===== config.mk =====
export PLATFORM = sky130hd
export DESIGN_NAME = interrupt_priority_resolver
export DESIGN_NICKNAME = d
export VERILOG_FILES = /design/src/hw/irq_pkg.sv /design/src/hw/pin_sync.sv /design/src/hw/interrupt_priority_resolver.sv
export SDC_FILE = /design/constraint.sdc
export NUM_CORES = 1
export LEC_CHECK = 0
export BUFFER_PORTS_ARGS = -buffer_cell sky130_fd_sc_hd__buf_2
export CAP_MARGIN = 5
export CORE_MARGIN = 2
export CORE_UTILIZATION = 40
export CTS_CLUSTER_DIAMETER = 50
export DETAILED_ROUTE_END_ITERATION = 16
export PLACE_DENSITY = 0.65
export SYNTH_ARGS = -nofsm -noshare
export SYNTH_HDL_FRONTEND = slang
export SYNTH_HIERARCHICAL = 1
export SYNTH_SLANG_ARGS = --single-unit

===== constraint.sdc =====
create_clock -name clk -period 33.1 [get_ports clk]
set_clock_uncertainty 0.1 [all_clocks]
set_input_delay 0 -clock clk [delete_from_list [all_inputs] [get_ports clk]]
set_output_delay 0 -clock clk [all_outputs]
set_load 0.01 [all_outputs]

===== src/hw/irq_pkg.sv =====
// package: constants and types of the interrupt priority resolver
`default_nettype none
package irq_pkg;
  // ****************************************
  // register map (byte addresses)
  // ****************************************
  localparam int          AW           = 8;
  localparam int          NREG         = 12;
  localparam logic [7:0]  CTRL_OFS     = 8'h00;
  localparam logic [7:0]  PRIO_A_OFS   = 8'h04;
  localparam logic [7:0]  PRIO_B_OFS   = 8'h08;
  localparam logic [7:0]  VEC_A_OFS    = 8'h0C;
  localparam logic [7:0]  VEC_B_OFS    = 8'h10;
  localparam logic [7:0]  VEC_C_OFS    = 8'h14;
  localparam logic [7:0]  VEC_D_OFS    = 8'h18;
  localparam logic [7:0]  VEC_WD_OFS   = 8'h1C;
  localparam logic [7:0]  VEC_DIV_OFS  = 8'h20;
  localparam logic [7:0]  VEC_DMA0_OFS = 8'h24;
  localparam logic [7:0]  VEC_DMA1_OFS = 8'h28;
  localparam logic [7:0]  VBASE_OFS    = 8'h2C;
  localparam logic [7:0]  STAT_OFS     = 8'h30;
  localparam logic [31:0] REG_RESET    = 32'h0000_0000;
  // writable bits per register index
  localparam logic [31:0] WMASK [NREG] = '{
    32'h0000_0101, 32'h0000_FFF0, 32'h0000_FF00, 32'h0000_7F7F,
    32'h0000_7F7F, 32'h0000_7F7F, 32'h0000_7F00, 32'h0000_7F7F,
    32'h0000_007F, 32'h0000_007F, 32'h0000_007F, 32'hFFFF_FFFC};
  // ****************************************
  // field positions
  // ****************************************
  localparam int CTRL_NMI_LVL_BIT = 15;
  localparam int CTRL_EDGE_BIT    = 8;
  localparam int CTRL_MODE_BIT    = 0;
  localparam int PRIO_DIV_LSB     = 12;
  localparam int PRIO_DMA_LSB     = 8;
  localparam int PRIO_WD_LSB      = 4;
  localparam int PRIO_SER_LSB     = 12;
  localparam int PRIO_FRT_LSB     = 8;
  localparam int VEC_HI_LSB       = 8;
  localparam int VEC_LO_LSB       = 0;
  // ****************************************
  // fixed levels, vectors and timing
  // ****************************************
  localparam logic [4:0] LVL_NMI        = 5'h10;
  localparam logic [4:0] LVL_BRK        = 5'h0F;
  localparam logic [3:0] MASK_FIXED     = 4'hF;
  localparam logic [6:0] VEC_NMI        = 7'h0B;
  localparam logic [6:0] VEC_BRK        = 7'h0C;
  localparam logic [6:0] AUTO_VEC_BASE  = 7'h40;
  localparam logic [3:0] IRL_NONE       = 4'hF;
  localparam logic [1:0] RESP_OKAY      = 2'h0;
  localparam logic [1:0] RESP_DECERR    = 2'h3;
  localparam int         NSRC           = 15;
  localparam int         SRC_NMI        = 0;
  localparam int         SRC_IRL        = 2;
  localparam int         FETCH_SETTLE   = 3;

  typedef struct packed {
    logic div_ovf;
    logic dma0;
    logic dma1;
    logic interval;
    logic cmp_match;
    logic rx_err;
    logic rx_full;
    logic tx_empty;
    logic tx_end;
    logic capture;
    logic compare;
    logic tmr_ovf;
  } periph_req_t;

  typedef struct packed {
    logic [4:0] level;
    logic [6:0] vector;
  } cand_t;

  typedef struct packed {
    logic [3:0]  new_mask;
    logic [6:0]  vector;
    logic [31:0] handler_addr;
  } accept_t;

  typedef enum logic [2:0] {
    ST_IDLE  = 3'b001,
    ST_FETCH = 3'b010,
    ST_DONE  = 3'b100
  } state_t;
endpackage
`default_nettype wire


===== src/hw/pin_sync.sv =====
// module: two-flop synchroniser for pin inputs
`default_nettype none
module pin_sync #(
  parameter int W = 1
) (
  input  wire logic         clk,   // system clock
  input  wire logic         rst,   // async reset
  input  wire logic [W-1:0] d,     // asynchronous pin level
  output logic      [W-1:0] q      // synchronised level
);
  logic [W-1:0] meta_q;

  // a zero-wide synchroniser would silently drop every pin
  if (W < 1) begin : g_width_check
    $error("pin_sync needs at least one bit");
  end

  always_ff @(posedge clk or posedge rst) begin
    if (rst) begin
      meta_q <= '0;
      q      <= '0;
    end else begin
      meta_q <= d;
      q      <= meta_q;
    end
  end
endmodule
`default_nettype wire


===== src/hw/interrupt_priority_resolver.sv =====
// module: interrupt priority resolver with AXI4-Lite register access
`default_nettype none
module interrupt_priority_resolver
  import irq_pkg::*;
(
  input  wire logic          clk,                    // system clock
  input  wire logic          rst,                    // async reset, high
  input  wire logic [AW-1:0] s_axi_awaddr,           // write address
  input  wire logic          s_axi_awvalid,          // write address valid
  output logic               s_axi_awready,          // write address ready
  input  wire logic [31:0]   s_axi_wdata,            // write data
  input  wire logic [3:0]    s_axi_wstrb,            // byte strobes
  input  wire logic          s_axi_wvalid,           // write data valid
  output logic               s_axi_wready,           // write data ready
  output logic [1:0]         s_axi_bresp,            // write response
  output logic               s_axi_bvalid,           // write response valid
  input  wire logic          s_axi_bready,           // write response ready
  input  wire logic [AW-1:0] s_axi_araddr,           // read address
  input  wire logic          s_axi_arvalid,          // read address valid
  output logic               s_axi_arready,          // read address ready
  output logic [31:0]        s_axi_rdata,            // read data
  output logic [1:0]         s_axi_rresp,            // read response
  output logic               s_axi_rvalid,           // read data valid
  input  wire logic          s_axi_rready,           // read data ready
  input  wire logic          nmi_pin,                // nonmaskable pin
  input  wire logic [3:0]    level_request_lines,    // encoded level pins
  input  wire logic [7:0]    vector_number_inputs,   // external vector pins
  input  wire logic          wait_n_pin,             // wait pin, low stretches
  input  wire logic [3:0]    bus_cs_n,               // chip selects from bus unit
  output logic [3:0]         chip_select_lines,      // chip select pins
  output logic [3:0]         accepted_level_outputs, // accepted level pins
  output logic               vector_fetch_strobe,    // external fetch cycle
  input  wire logic          break_req,              // break unit request
  input  wire periph_req_t   periph_req,             // on-chip module requests
  input  wire logic [3:0]    sr_mask_level,          // current core mask
  output logic               irq_request,            // request to core
  input  wire logic          irq_ack,                // core takes request
  output logic               accept_valid,           // acceptance result pulse
  output accept_t            accept                  // new mask, vector, address
);
  // ****************************************
  // pin synchronisers
  // ****************************************
  logic [13:0] pins_s;
  logic        nmi_s;
  logic        wait_n_s;
  logic [3:0]  irl_s;
  logic [7:0]  ext_vec_s;

  pin_sync #(.W(14)) u_sync (
    .clk (clk),
    .rst (rst),
    .d   ({nmi_pin, wait_n_pin, level_request_lines, vector_number_inputs}),
    .q   (pins_s)
  );
  assign {nmi_s, wait_n_s, irl_s, ext_vec_s} = pins_s;

  // ****************************************
  // register file
  // ****************************************
  logic [31:0]   regs_q [NREG];
  logic          aw_got_q, w_got_q, wr_fire;
  logic [AW-1:0] awaddr_q, wr_addr;
  logic [31:0]   wdata_q, wr_data;
  logic [3:0]    wstrb_q, wr_strb;
  function automatic logic mapped(input logic [AW-1:0] a);
    return (a[1:0] == 2'b00) && (a <= STAT_OFS);
  endfunction
  function automatic int unsigned reg_index(input logic [AW-1:0] a);
    return int'(a[AW-1:2]);
  endfunction
  function automatic logic [31:0] strobe_merge(input logic [31:0] old, input logic [31:0] nw,
                                               input logic [3:0] st, input logic [31:0] m);
    logic [31:0] r;
    r = old;
    for (int b = 0; b < 4; b++) begin
      if (st[b]) begin
        r[b*8 +: 8] = nw[b*8 +: 8];
      end
    end
    return r & m;
  endfunction
  assign s_axi_awready = !aw_got_q && !s_axi_bvalid;
  assign s_axi_wready  = !w_got_q && !s_axi_bvalid;
  assign wr_addr = aw_got_q ? awaddr_q : s_axi_awaddr;
  assign wr_data = w_got_q ? wdata_q : s_axi_wdata;
  assign wr_strb = w_got_q ? wstrb_q : s_axi_wstrb;
  assign wr_fire = (aw_got_q || (s_axi_awvalid && s_axi_awready))
                && (w_got_q || (s_axi_wvalid && s_axi_wready));
  // write address and data may arrive in either order
  always_ff @(posedge clk or posedge rst) begin
    if (rst) begin
      aw_got_q <= 1'b0;
      w_got_q  <= 1'b0;
      awaddr_q <= '0;
      wdata_q  <= 32'h0000_0000;
      wstrb_q  <= 4'h0;
    end else if (wr_fire) begin
      aw_got_q <= 1'b0;
      w_got_q  <= 1'b0;
    end else begin
      if (s_axi_awvalid && s_axi_awready) begin
        aw_got_q <= 1'b1;
        awaddr_q <= s_axi_awaddr;
      end
      if (s_axi_wvalid && s_axi_wready) begin
        w_got_q <= 1'b1;
        wdata_q <= s_axi_wdata;
        wstrb_q <= s_axi_wstrb;
      end
    end
  end

  always_ff @(posedge clk or posedge rst) begin
    if (rst) begin
      s_axi_bvalid <= 1'b0;
      s_axi_bresp  <= RESP_OKAY;
    end else if (wr_fire) begin
      s_axi_bvalid <= 1'b1;
      s_axi_bresp  <= (mapped(wr_addr) && wr_addr != STAT_OFS) ? RESP_OKAY : RESP_DECERR;
    end else if (s_axi_bready) begin
      s_axi_bvalid <= 1'b0;
    end
  end

  // reserved bits stay zero through the write mask
  always_ff @(posedge clk or posedge rst) begin
    if (rst) begin
      for (int i = 0; i < NREG; i++) begin
        regs_q[i] <= REG_RESET;
      end
    end else if (wr_fire && mapped(wr_addr) && wr_addr != STAT_OFS) begin
      regs_q[reg_index(wr_addr)] <= strobe_merge(regs_q[reg_index(wr_addr)], wr_data, wr_strb,
                                                 WMASK[reg_index(wr_addr)]);
    end
  end

  // ****************************************
  // register fields
  // ****************************************
  logic [31:0] prio_a, prio_b, vec_a, vec_b, vec_c, vec_d, vec_wd, vbase;
  logic        edge_rise_sel, ext_mode;

  assign edge_rise_sel = regs_q[reg_index(CTRL_OFS)][CTRL_EDGE_BIT];
  assign ext_mode      = regs_q[reg_index(CTRL_OFS)][CTRL_MODE_BIT];
  assign prio_a = regs_q[reg_index(PRIO_A_OFS)];
  assign prio_b = regs_q[reg_index(PRIO_B_OFS)];
  assign vec_a  = regs_q[reg_index(VEC_A_OFS)];
  assign vec_b  = regs_q[reg_index(VEC_B_OFS)];
  assign vec_c  = regs_q[reg_index(VEC_C_OFS)];
  assign vec_d  = regs_q[reg_index(VEC_D_OFS)];
  assign vec_wd = regs_q[reg_index(VEC_WD_OFS)];
  assign vbase  = regs_q[reg_index(VBASE_OFS)];

  // ****************************************
  // nonmaskable edge detection
  // ****************************************
  logic       nmi_prev_q, nmi_pend_q;
  logic [2:0] arm_q;
  logic       nmi_edge, nmi_taken;
  // arm only once the last-level flop holds a real pin level, so a pin idling high fakes no edge
  always_ff @(posedge clk or posedge rst) begin
    if (rst) begin
      arm_q      <= 3'b000;
      nmi_prev_q <= 1'b0;
    end else begin
      arm_q      <= {arm_q[1:0], 1'b1};
      nmi_prev_q <= nmi_s;
    end
  end
  assign nmi_edge = arm_q[2] && (edge_rise_sel ? (nmi_s && !nmi_prev_q)
                                               : (!nmi_s && nmi_prev_q));
  // a new edge in the acceptance cycle wins over the clear
  always_ff @(posedge clk or posedge rst) begin
    if (rst) begin
      nmi_pend_q <= 1'b0;
    end else if (nmi_edge) begin
      nmi_pend_q <= 1'b1;
    end else if (nmi_taken) begin
      nmi_pend_q <= 1'b0;
    end
  end

  // ****************************************
  // candidates and resolution
  // ****************************************
  cand_t       cand [NSRC];
  logic [4:0]  irl_level;
  logic [3:0]  p_div, p_dma, p_wd, p_ser, p_frt;
  assign irl_level = 5'(IRL_NONE - irl_s);
  assign p_div = prio_a[PRIO_DIV_LSB +: 4];
  assign p_dma = prio_a[PRIO_DMA_LSB +: 4];
  assign p_wd  = prio_a[PRIO_WD_LSB +: 4];
  assign p_ser = prio_b[PRIO_SER_LSB +: 4];
  assign p_frt = prio_b[PRIO_FRT_LSB +: 4];
  function automatic cand_t mk(input logic req, input logic [3:0] lvl, input logic [6:0] v);
    cand_t c;
    c.level  = req ? {1'b0, lvl} : 5'h00;
    c.vector = v;
    return c;
  endfunction
  // list order is the default and within-field order; modules sharing a field share its level
  always_comb begin
    cand[0].level  = nmi_pend_q ? LVL_NMI : 5'h00;
    cand[0].vector = VEC_NMI;
    cand[1].level  = break_req ? LVL_BRK : 5'h00;
    cand[1].vector = VEC_BRK;
    cand[2].level  = irl_level;
    cand[2].vector = 7'(AUTO_VEC_BASE + 7'(irl_level[3:1]));
    cand[3]  = mk(periph_req.div_ovf,   p_div, regs_q[reg_index(VEC_DIV_OFS)][6:0]);
    cand[4]  = mk(periph_req.dma0,      p_dma, regs_q[reg_index(VEC_DMA0_OFS)][6:0]);
    cand[5]  = mk(periph_req.dma1,      p_dma, regs_q[reg_index(VEC_DMA1_OFS)][6:0]);
    cand[6]  = mk(periph_req.interval,  p_wd,  vec_wd[VEC_HI_LSB +: 7]);
    cand[7]  = mk(periph_req.cmp_match, p_wd,  vec_wd[VEC_LO_LSB +: 7]);
    cand[8]  = mk(periph_req.rx_err,    p_ser, vec_a[VEC_HI_LSB +: 7]);
    cand[9]  = mk(periph_req.rx_full,   p_ser, vec_a[VEC_LO_LSB +: 7]);
    cand[10] = mk(periph_req.tx_empty,  p_ser, vec_b[VEC_HI_LSB +: 7]);
    cand[11] = mk(periph_req.tx_end,    p_ser, vec_b[VEC_LO_LSB +: 7]);
    cand[12] = mk(periph_req.capture,   p_frt, vec_c[VEC_HI_LSB +: 7]);
    cand[13] = mk(periph_req.compare,   p_frt, vec_c[VEC_LO_LSB +: 7]);
    cand[14] = mk(periph_req.tmr_ovf,   p_frt, vec_d[VEC_HI_LSB +: 7]);
  end
  cand_t win;
  int    win_idx;
  // strict compare keeps the earlier source on a tie
  always_comb begin
    win     = '0;
    win_idx = 0;
    for (int i = 0; i < NSRC; i++) begin
      if (cand[i].level > win.level) begin
        win     = cand[i];
        win_idx = i;
      end
    end
  end

  // level 0 never passes; pending requests wait until they beat the mask
  assign irq_request = (win.level == LVL_NMI)
                    || (win.level != 5'h00 && win.level > {1'b0, sr_mask_level});

  // ****************************************
  // acceptance sequence
  // ****************************************
  state_t      state_q;
  logic [1:0]  settle_q;
  logic [3:0]  acc_mask_q;
  logic [6:0]  acc_vec_q;
  logic        take;
  assign take      = (state_q == ST_IDLE) && irq_ack && irq_request;
  assign nmi_taken = take && (win_idx == SRC_NMI);
  always_ff @(posedge clk or posedge rst) begin
    if (rst) begin
      state_q    <= ST_IDLE;
      settle_q   <= 2'b00;
      acc_mask_q <= 4'h0;
      acc_vec_q  <= 7'h00;
    end else begin
      case (state_q)
        ST_IDLE: begin
          if (take) begin
            acc_vec_q  <= win.vector;
            settle_q   <= 2'b00;
            acc_mask_q <= (win.level[4] || win_idx < SRC_IRL) ? MASK_FIXED
                                                            : win.level[3:0];
            state_q    <= (win_idx == SRC_IRL && ext_mode) ? ST_FETCH : ST_DONE;
          end
        end
        ST_FETCH: begin
          // the settle count covers the synchroniser delay of the vector pins
          if (settle_q != 2'(FETCH_SETTLE - 1)) begin
            settle_q <= 2'(settle_q + 2'b01);
          end else if (wait_n_s) begin
            acc_vec_q <= ext_vec_s[6:0];
            state_q   <= ST_DONE;
          end
        end
        ST_DONE: begin
          state_q <= ST_IDLE;
        end
        default: begin
          state_q <= ST_IDLE;
        end
      endcase
    end
  end

  // fetch pins: level out, strobe, chip selects forced inactive
  always_ff @(posedge clk or posedge rst) begin
    if (rst) begin
      accepted_level_outputs <= 4'h0;
      vector_fetch_strobe    <= 1'b0;
    end else begin
      accepted_level_outputs <= (take && win_idx == SRC_IRL && ext_mode) ? win.level[3:0]
                              : (state_q == ST_FETCH && !(settle_q == 2'(FETCH_SETTLE - 1) && wait_n_s))
                                ? accepted_level_outputs : 4'h0;
      vector_fetch_strobe    <= (take && win_idx == SRC_IRL && ext_mode)
                             || (state_q == ST_FETCH && !(settle_q == 2'(FETCH_SETTLE - 1) && wait_n_s));
    end
  end

  assign chip_select_lines = vector_fetch_strobe ? 4'hF : bus_cs_n;

  // result handed to the core one cycle per acceptance
  always_ff @(posedge clk or posedge rst) begin
    if (rst) begin
      accept_valid <= 1'b0;
      accept       <= '0;
    end else begin
      accept_valid <= (state_q == ST_DONE);
      if (state_q == ST_DONE) begin
        accept.new_mask     <= acc_mask_q;
        accept.vector       <= acc_vec_q;
        accept.handler_addr <= vbase + {23'h00_0000, acc_vec_q, 2'b00};
      end
    end
  end

  // ****************************************
  // register read port
  // ****************************************
  logic [31:0] rd_word;

  always_comb begin
    rd_word = 32'h0000_0000;
    if (s_axi_araddr == STAT_OFS) begin
      rd_word = {13'h0000, nmi_pend_q, irq_request, win.level, acc_mask_q, 1'b0, acc_vec_q};
    end else if (mapped(s_axi_araddr)) begin
      rd_word = regs_q[reg_index(s_axi_araddr)];
      if (s_axi_araddr == CTRL_OFS) begin
        rd_word[CTRL_NMI_LVL_BIT] = nmi_s;
      end
    end
  end

  assign s_axi_arready = !s_axi_rvalid;
  always_ff @(posedge clk or posedge rst) begin
    if (rst) begin
      s_axi_rvalid <= 1'b0;
      s_axi_rdata  <= 32'h0000_0000;
      s_axi_rresp  <= RESP_OKAY;
    end else if (s_axi_arvalid && s_axi_arready) begin
      s_axi_rvalid <= 1'b1;
      s_axi_rdata  <= rd_word;
      s_axi_rresp  <= mapped(s_axi_araddr) ? RESP_OKAY : RESP_DECERR;
    end else if (s_axi_rready) begin
      s_axi_rvalid <= 1'b0;
    end
  end
endmodule
`default_nettype wire


==> results of run 1 <==
stage by stage:
step           hold slack [ns]  cell area, um^2  setup WS, ns  utilization [%]
3_5_place_dp          0.009344            31510         7.910            43.04
3_3_place_gp          0.007950            31510         7.990            43.04
5_1_grt                0.04838            34360         5.842            46.93
4_1_cts               0.008859            34360         7.816            46.93
6_report             -0.003139            34360         7.334            46.93
2_1_floorplan         -0.06857            29720         12.33                -
worst min path at each step:
stage / slack [ns] / to
final: -0.003 / accepted_level_outputs[2]
after global routing: 0.05 / s_axi_rdata[11]
after CTS: 0.009 / s_axi_rdata[11]
after detailed placement: 0.009 / u_sync/meta_q[3]
after global placement: 0.008 / u_sync/meta_q[1]
after floorplan: -0.07 / u_sync/meta_q[0]
sequential cells by signal, summed over array words and instances (netlist names), 4 cells and up:
signal                  count
acc_mask_q                  4
acc_vec_q                   7
accept                     43
accepted_level_outputs      4
awaddr_q                    8
cand                       21
prio_a                     32
prio_b                     32
regs_q                    105
s_axi_rdata                32
u_sync/meta_q              13
u_sync/q                   13
vbase                      32
vec_a                      32
vec_b                      32
vec_c                      32
vec_d                      32
vec_wd                     32
wdata_q                    32
wstrb_q                     4
timing repair:
item                                    in CTS  in global routing
endpoints found under the setup margin       0                  0
hold buffers                                95                  0
resized for setup                            0                  0
hold endpoints to repair                   246                  0
worst reg2reg max path, delay by kind of cell (launching register included):
| kind | cells | cell delay, ns |
|---|---|---|
| compound gates | 39 | 14.62 |
| fa+ha+maj | 14 | 4.40 |
| simple gates | 18 | 3.59 |
| mux | 4 | 1.66 |
| buf+inv | 5 | 0.89 |
| flops | 1 | 0.38 |
final cells by class:
class | count | area (um^2) | area share, %
inverters | 82 | 315.3 | 0.9177
flip-flops and latches | 562 | 14070 | 40.94
diodes | 1 | 2.502 | 0.007283
clock inverters | 18 | 200.2 | 0.5827
repair buffers | 324 | 2221 | 6.464
well taps | 959 | 1200 | 3.492
multi-input cells | 1888 | 14660 | 42.66
clock buffers | 86 | 1695 | 4.934
routing by layer:
layer	GRT usage (%)	wire, um	vias to the layer above
li1	-	-	10170
met1	32.09	37450	11430
met2	36.66	41160	967
met3	5.003	7663	191
met4	8.813	3478	2
met5	0	13	-
==> results.yml, run 1 <==
critical_path:
  cpPeakStageDelay_ns: 0.84
  cp_max_fo: 20
  cp_top_family: "compound AO/OA/AOI/OAI gates"
  critPathCaptureType: "flop"
  crit_start: "nmi_pend_q"
  required_ns: 33.50
  cp_common_cell: "ha_1"
  r2r_start: "nmi_pend_q"
  crit_path_start_kind: "flop"
  r2r_slack_ns: 7.33
  worst-setup-path-type: "reg2reg"
  cp.depth: 80
  cp_num_buf_inv: 5
  endpoint: "acc_vec_q[4]"
  timing.rr.end: "acc_vec_q[4]"
  reg2reg_depth: 80
  arrival_ns: 26.17
  cp_slowest_cell: "o32ai_1"
layout:
  area_growth_pct: 15.62
  stdcell_count: 3920
  final_common_cell: "dfrtp_1"
  final_nets: 3079
  drive_gt1_share_pct: 22.13
  final_cell_mix: "dfrtp_1 (560), nand2_1 (405), o21ai_0 (263)"
  fillers: 6646
routing:
  viasPerCell: 5.807
  postRouteAntennaNets: 0
  vias: 22760
  dr.pass1.iters: 6
  wirelength_um: 89770
  avgRoutedWirePerCell_um: 22.90
  drc: 0
  drt_iter0_markers: 2184
clock_network:
  cts_tree: "yes"
  cts_sinks: 562
  clock-root-buffer: "clkbuf_16"
  postCtsSetupBuffers: 0
  clockBufferDepth: 3
  numCtsBuffers: 57
  clkTransAtPathRegs_ns: 0.06
  htreeDepth: 2
  clock_latency_ns: 0.62
logic_synthesis:
  synth_nets: 2880
  syn_area_um2: 29720
  synth_area_per_cell_um2: 10.94
  syn-instance-count: 2716
  yosysWarnings: 6
grt:
  track_usage_pct: 23.44
  grt_pass1_wl_um: 139500
  grt_max_degree: 165
  grt_overflow_total: 0
  grt_pass1_vias: 22880
  antenna_found_initial: 3
sta:
  relSlewSlack_pct: 27.39
  fmax_mhz: 38.81
  fin_setup_tns_ns: 0
  rsz0062_at_grt: "false"
  finalHoldViolations: 1
  period_minus_slack_ns: 25.77
  worst_pin_slew_ns: 1.089
  maxSlewViolCount: 0
  timing.hold.ws_ns: -0.003139
  setup_violations: 0
  finalCritPeriodShare_pct: 77.84
die:
  die_area_um2: 76490
  die_h_um: 276.6
  die_w_um: 276.6
  io_pins: 190
  rows: 99
  coreArea_um2: 73210
  start_util_pct: 40.59
hold_path:
  hold_class: "in2async"
placed_design:
  numPortBuffers: 188
  dp.cells: 3720
  place_congestion: 0.9422
  dp_hpwl_um: 59960
run_status:
  status: "finished, violations left"
  failed_checks: "negative hold slack"
run:
  drv_cap: 0
Power of run 1 is not shown: default switching activity piles up to over one toggle a cycle in this logic, so the estimate is an artifact.
==> run 2, diff against run 1 <==
--- a/config.mk
+++ b/config.mk
@@ -5,6 +5,7 @@
 export SDC_FILE = /design/constraint.sdc
 export NUM_CORES = 1
 export LEC_CHECK = 0
+export ABC_AREA = 1
 export BUFFER_PORTS_ARGS = -buffer_cell sky130_fd_sc_hd__buf_2
 export CAP_MARGIN = 5
 export CORE_MARGIN = 2
==> constraint.sdc (replaced) <==
create_clock -name clk -period 24.8 [get_ports clk]
set_clock_uncertainty 0.1 [all_clocks]
set_input_delay 0 -clock clk [delete_from_list [all_inputs] [get_ports clk]]
set_output_delay 0 -clock clk [all_outputs]
set_load 0.01 [all_outputs]
==> results.yml, run 2 <==
sta:
  worst_pin_slew_ns: 1.251
  finalHoldViolations: 2
  relSlewSlack_pct: 16.53
  timing.hold.ws_ns: -0.008058
  fmax_mhz: 44.10
  setup_violations: 0
  fin_setup_tns_ns: 0
  maxSlewViolCount: 0
  period_minus_slack_ns: 22.68
  finalCritPeriodShare_pct: 91.43
  rsz0062_at_grt: "false"
  timing.final.ws_setup_ns: 2.124
clock_network:
  clock-root-buffer: "clkbuf_16"
  hold_buffers: 96
  cts_tree: "yes"
  cts_sinks: 562
  clock_latency_ns: 0.65
  postCtsSetupBuffers: 0
  cts_resized: 0
  numCtsBuffers: 77
  clockBufferDepth: 3
  clkTransAtPathRegs_ns: 0.06
  htreeDepth: 3
routing:
  wl_met1_um: 43620
  top_layer: "met5"
  drc: 0
  routed-wl-met3_um: 8638
  avgRoutedWirePerCell_um: 19.97
  viasPerCell: 5.492
  wirelength_um: 103500
  met2_length_um: 46150
  dr.pass1.iters: 7
  vias: 28460
  drt_iter0_markers: 3064
  postRouteAntennaNets: 0
grt:
  track_usage_pct: 26.26
  grt_pass1_wl_um: 159800
  antenna_found_initial: 2
  grt_max_degree: 140
  grt_pass1_vias: 27090
  grt_overflow_total: 0
layout:
  fin_area_um2: 36030
  drive_gt1_share_pct: 12.51
  final_util_pct: 47.52
  final_cell_mix: "nand2_1 (829), o21ai_0 (755), dfrtp_1 (561)"
  fillers: 7435
  stdcell_count: 5182
  antenna_cells: 0
  reg_top3: "regs_q (105), accept (43)"
  largest_register: "regs_q"
  largest_register_ffs: 105
  area_growth_pct: 17.90
  final_nets: 4307
  final_common_cell: "nand2_1"
critical_path:
  cp_slowest_cell: "dlygate4sd3_1"
  cp_max_fo: 20
  arrival_ns: 23.13
  cp_common_cell: "nand2_1"
  r2r_start: "nmi_pend_q"
  cp_top_family: "simple AND/OR/NAND/NOR gates"
  r2r_slack_ns: 2.12
  reg2reg_depth: 118
  crit_path_start_kind: "flop"
  required_ns: 25.25
  worst-setup-path-type: "reg2reg"
  critPathCaptureType: "flop"
  cpPeakStageDelay_ns: 0.61
  cp_num_buf_inv: 22
  timing.rr.end: "accepted_level_outputs[1]"
die:
  die_area_um2: 78630
  die_w_um: 280.4
  start_util_pct: 40.31
  die_h_um: 280.4
  io_pins: 190
  rows: 101
  coreArea_um2: 75820
placed_design:
  pre_cts_slack_ns: 2.690
  dp.cells: 4946
  place_area_um2: 32290
  dp_hpwl_um: 68530
  numPortBuffers: 188
  place_congestion: 0.9133
power_and_ir_drop:
  power.share.clock_pct: 26.4
  intPower_mw: 2.496
  power.total_mw: 4.501
  switchingPower_mw: 2.005
  leakagePower_nw: 17.26
  p_per_area_nw_per_um2: 124.9
  peakVddDrop_uv: 93.34
  combPwrFrac_pct: 47.5
  seqPwrFrac_pct: 26.1
  swShare_pct: 44.54
run:
  drv_cap: 0
logic_synthesis:
  syn-instance-count: 3969
  yosysWarnings: 6
  synth_nets: 4133
  syn_area_um2: 30560
  synth_area_per_cell_um2: 7.700
hold_path:
  hold_class: "in2async"
run_status:
  failed_checks: "negative hold slack"
  status: "finished, violations left"
## run 2: area by class of cell
type	count	area [um^2]	share of cell area, %
repair buffers	337	2317	6.431
clock inverters	48	706.9	1.962
multi-input cells	2753	14080	39.08
well taps	978	1224	3.396
inverters	412	1564	4.341
flip-flops and latches	562	14060	39.04
clock buffers	92	2074	5.758
## run 2: how the worst max path moves through the flow
| stage | from | end | depth (start not counted) |
|---|---|---|---|
| after floorplan | nmi_pend_q | acc_vec_q[0] | 121 |
| after global placement | nmi_pend_q | acc_vec_q[1] | 121 |
| after detailed placement | nmi_pend_q | acc_vec_q[6] | 121 |
| after CTS | nmi_pend_q | irq_request | 117 |
| after global routing | nmi_pend_q | accepted_level_outputs[1] | 118 |
| final | nmi_pend_q | accepted_level_outputs[1] | 118 |
## run 2: worst reg2reg max path: cells and delay by family (launching register included)
kind / cells / cell delay, ns
AO/OA/AOI/OAI: 27 / 3.73
adder cells (fa/ha/maj): 14 / 3.88
buffers and inverters: 22 / 4.99
flip-flops: 1 / 0.35
AND/OR/NAND/NOR: 55 / 9.61
## run 2: metal layers
layer	track usage, %	vias up
met5	0.5003	-
met4	11.81	4
met3	5.071	245
met2	41.15	1235
met1	35.19	13490
li1	-	13490
## run 2: power by group through the flow
stage	Clock (mW)	Sequential, mW	Combinational [mW]
2_1_floorplan	0	1.17	1.45
3_3_place_gp	0	1.18	2.02
3_5_place_dp	0	1.19	2.06
4_1_cts	1.20	1.17	2.11
5_1_grt	1.24	1.19	2.37
6_report	1.19	1.17	2.14
(Power assumes the default switching activity.)
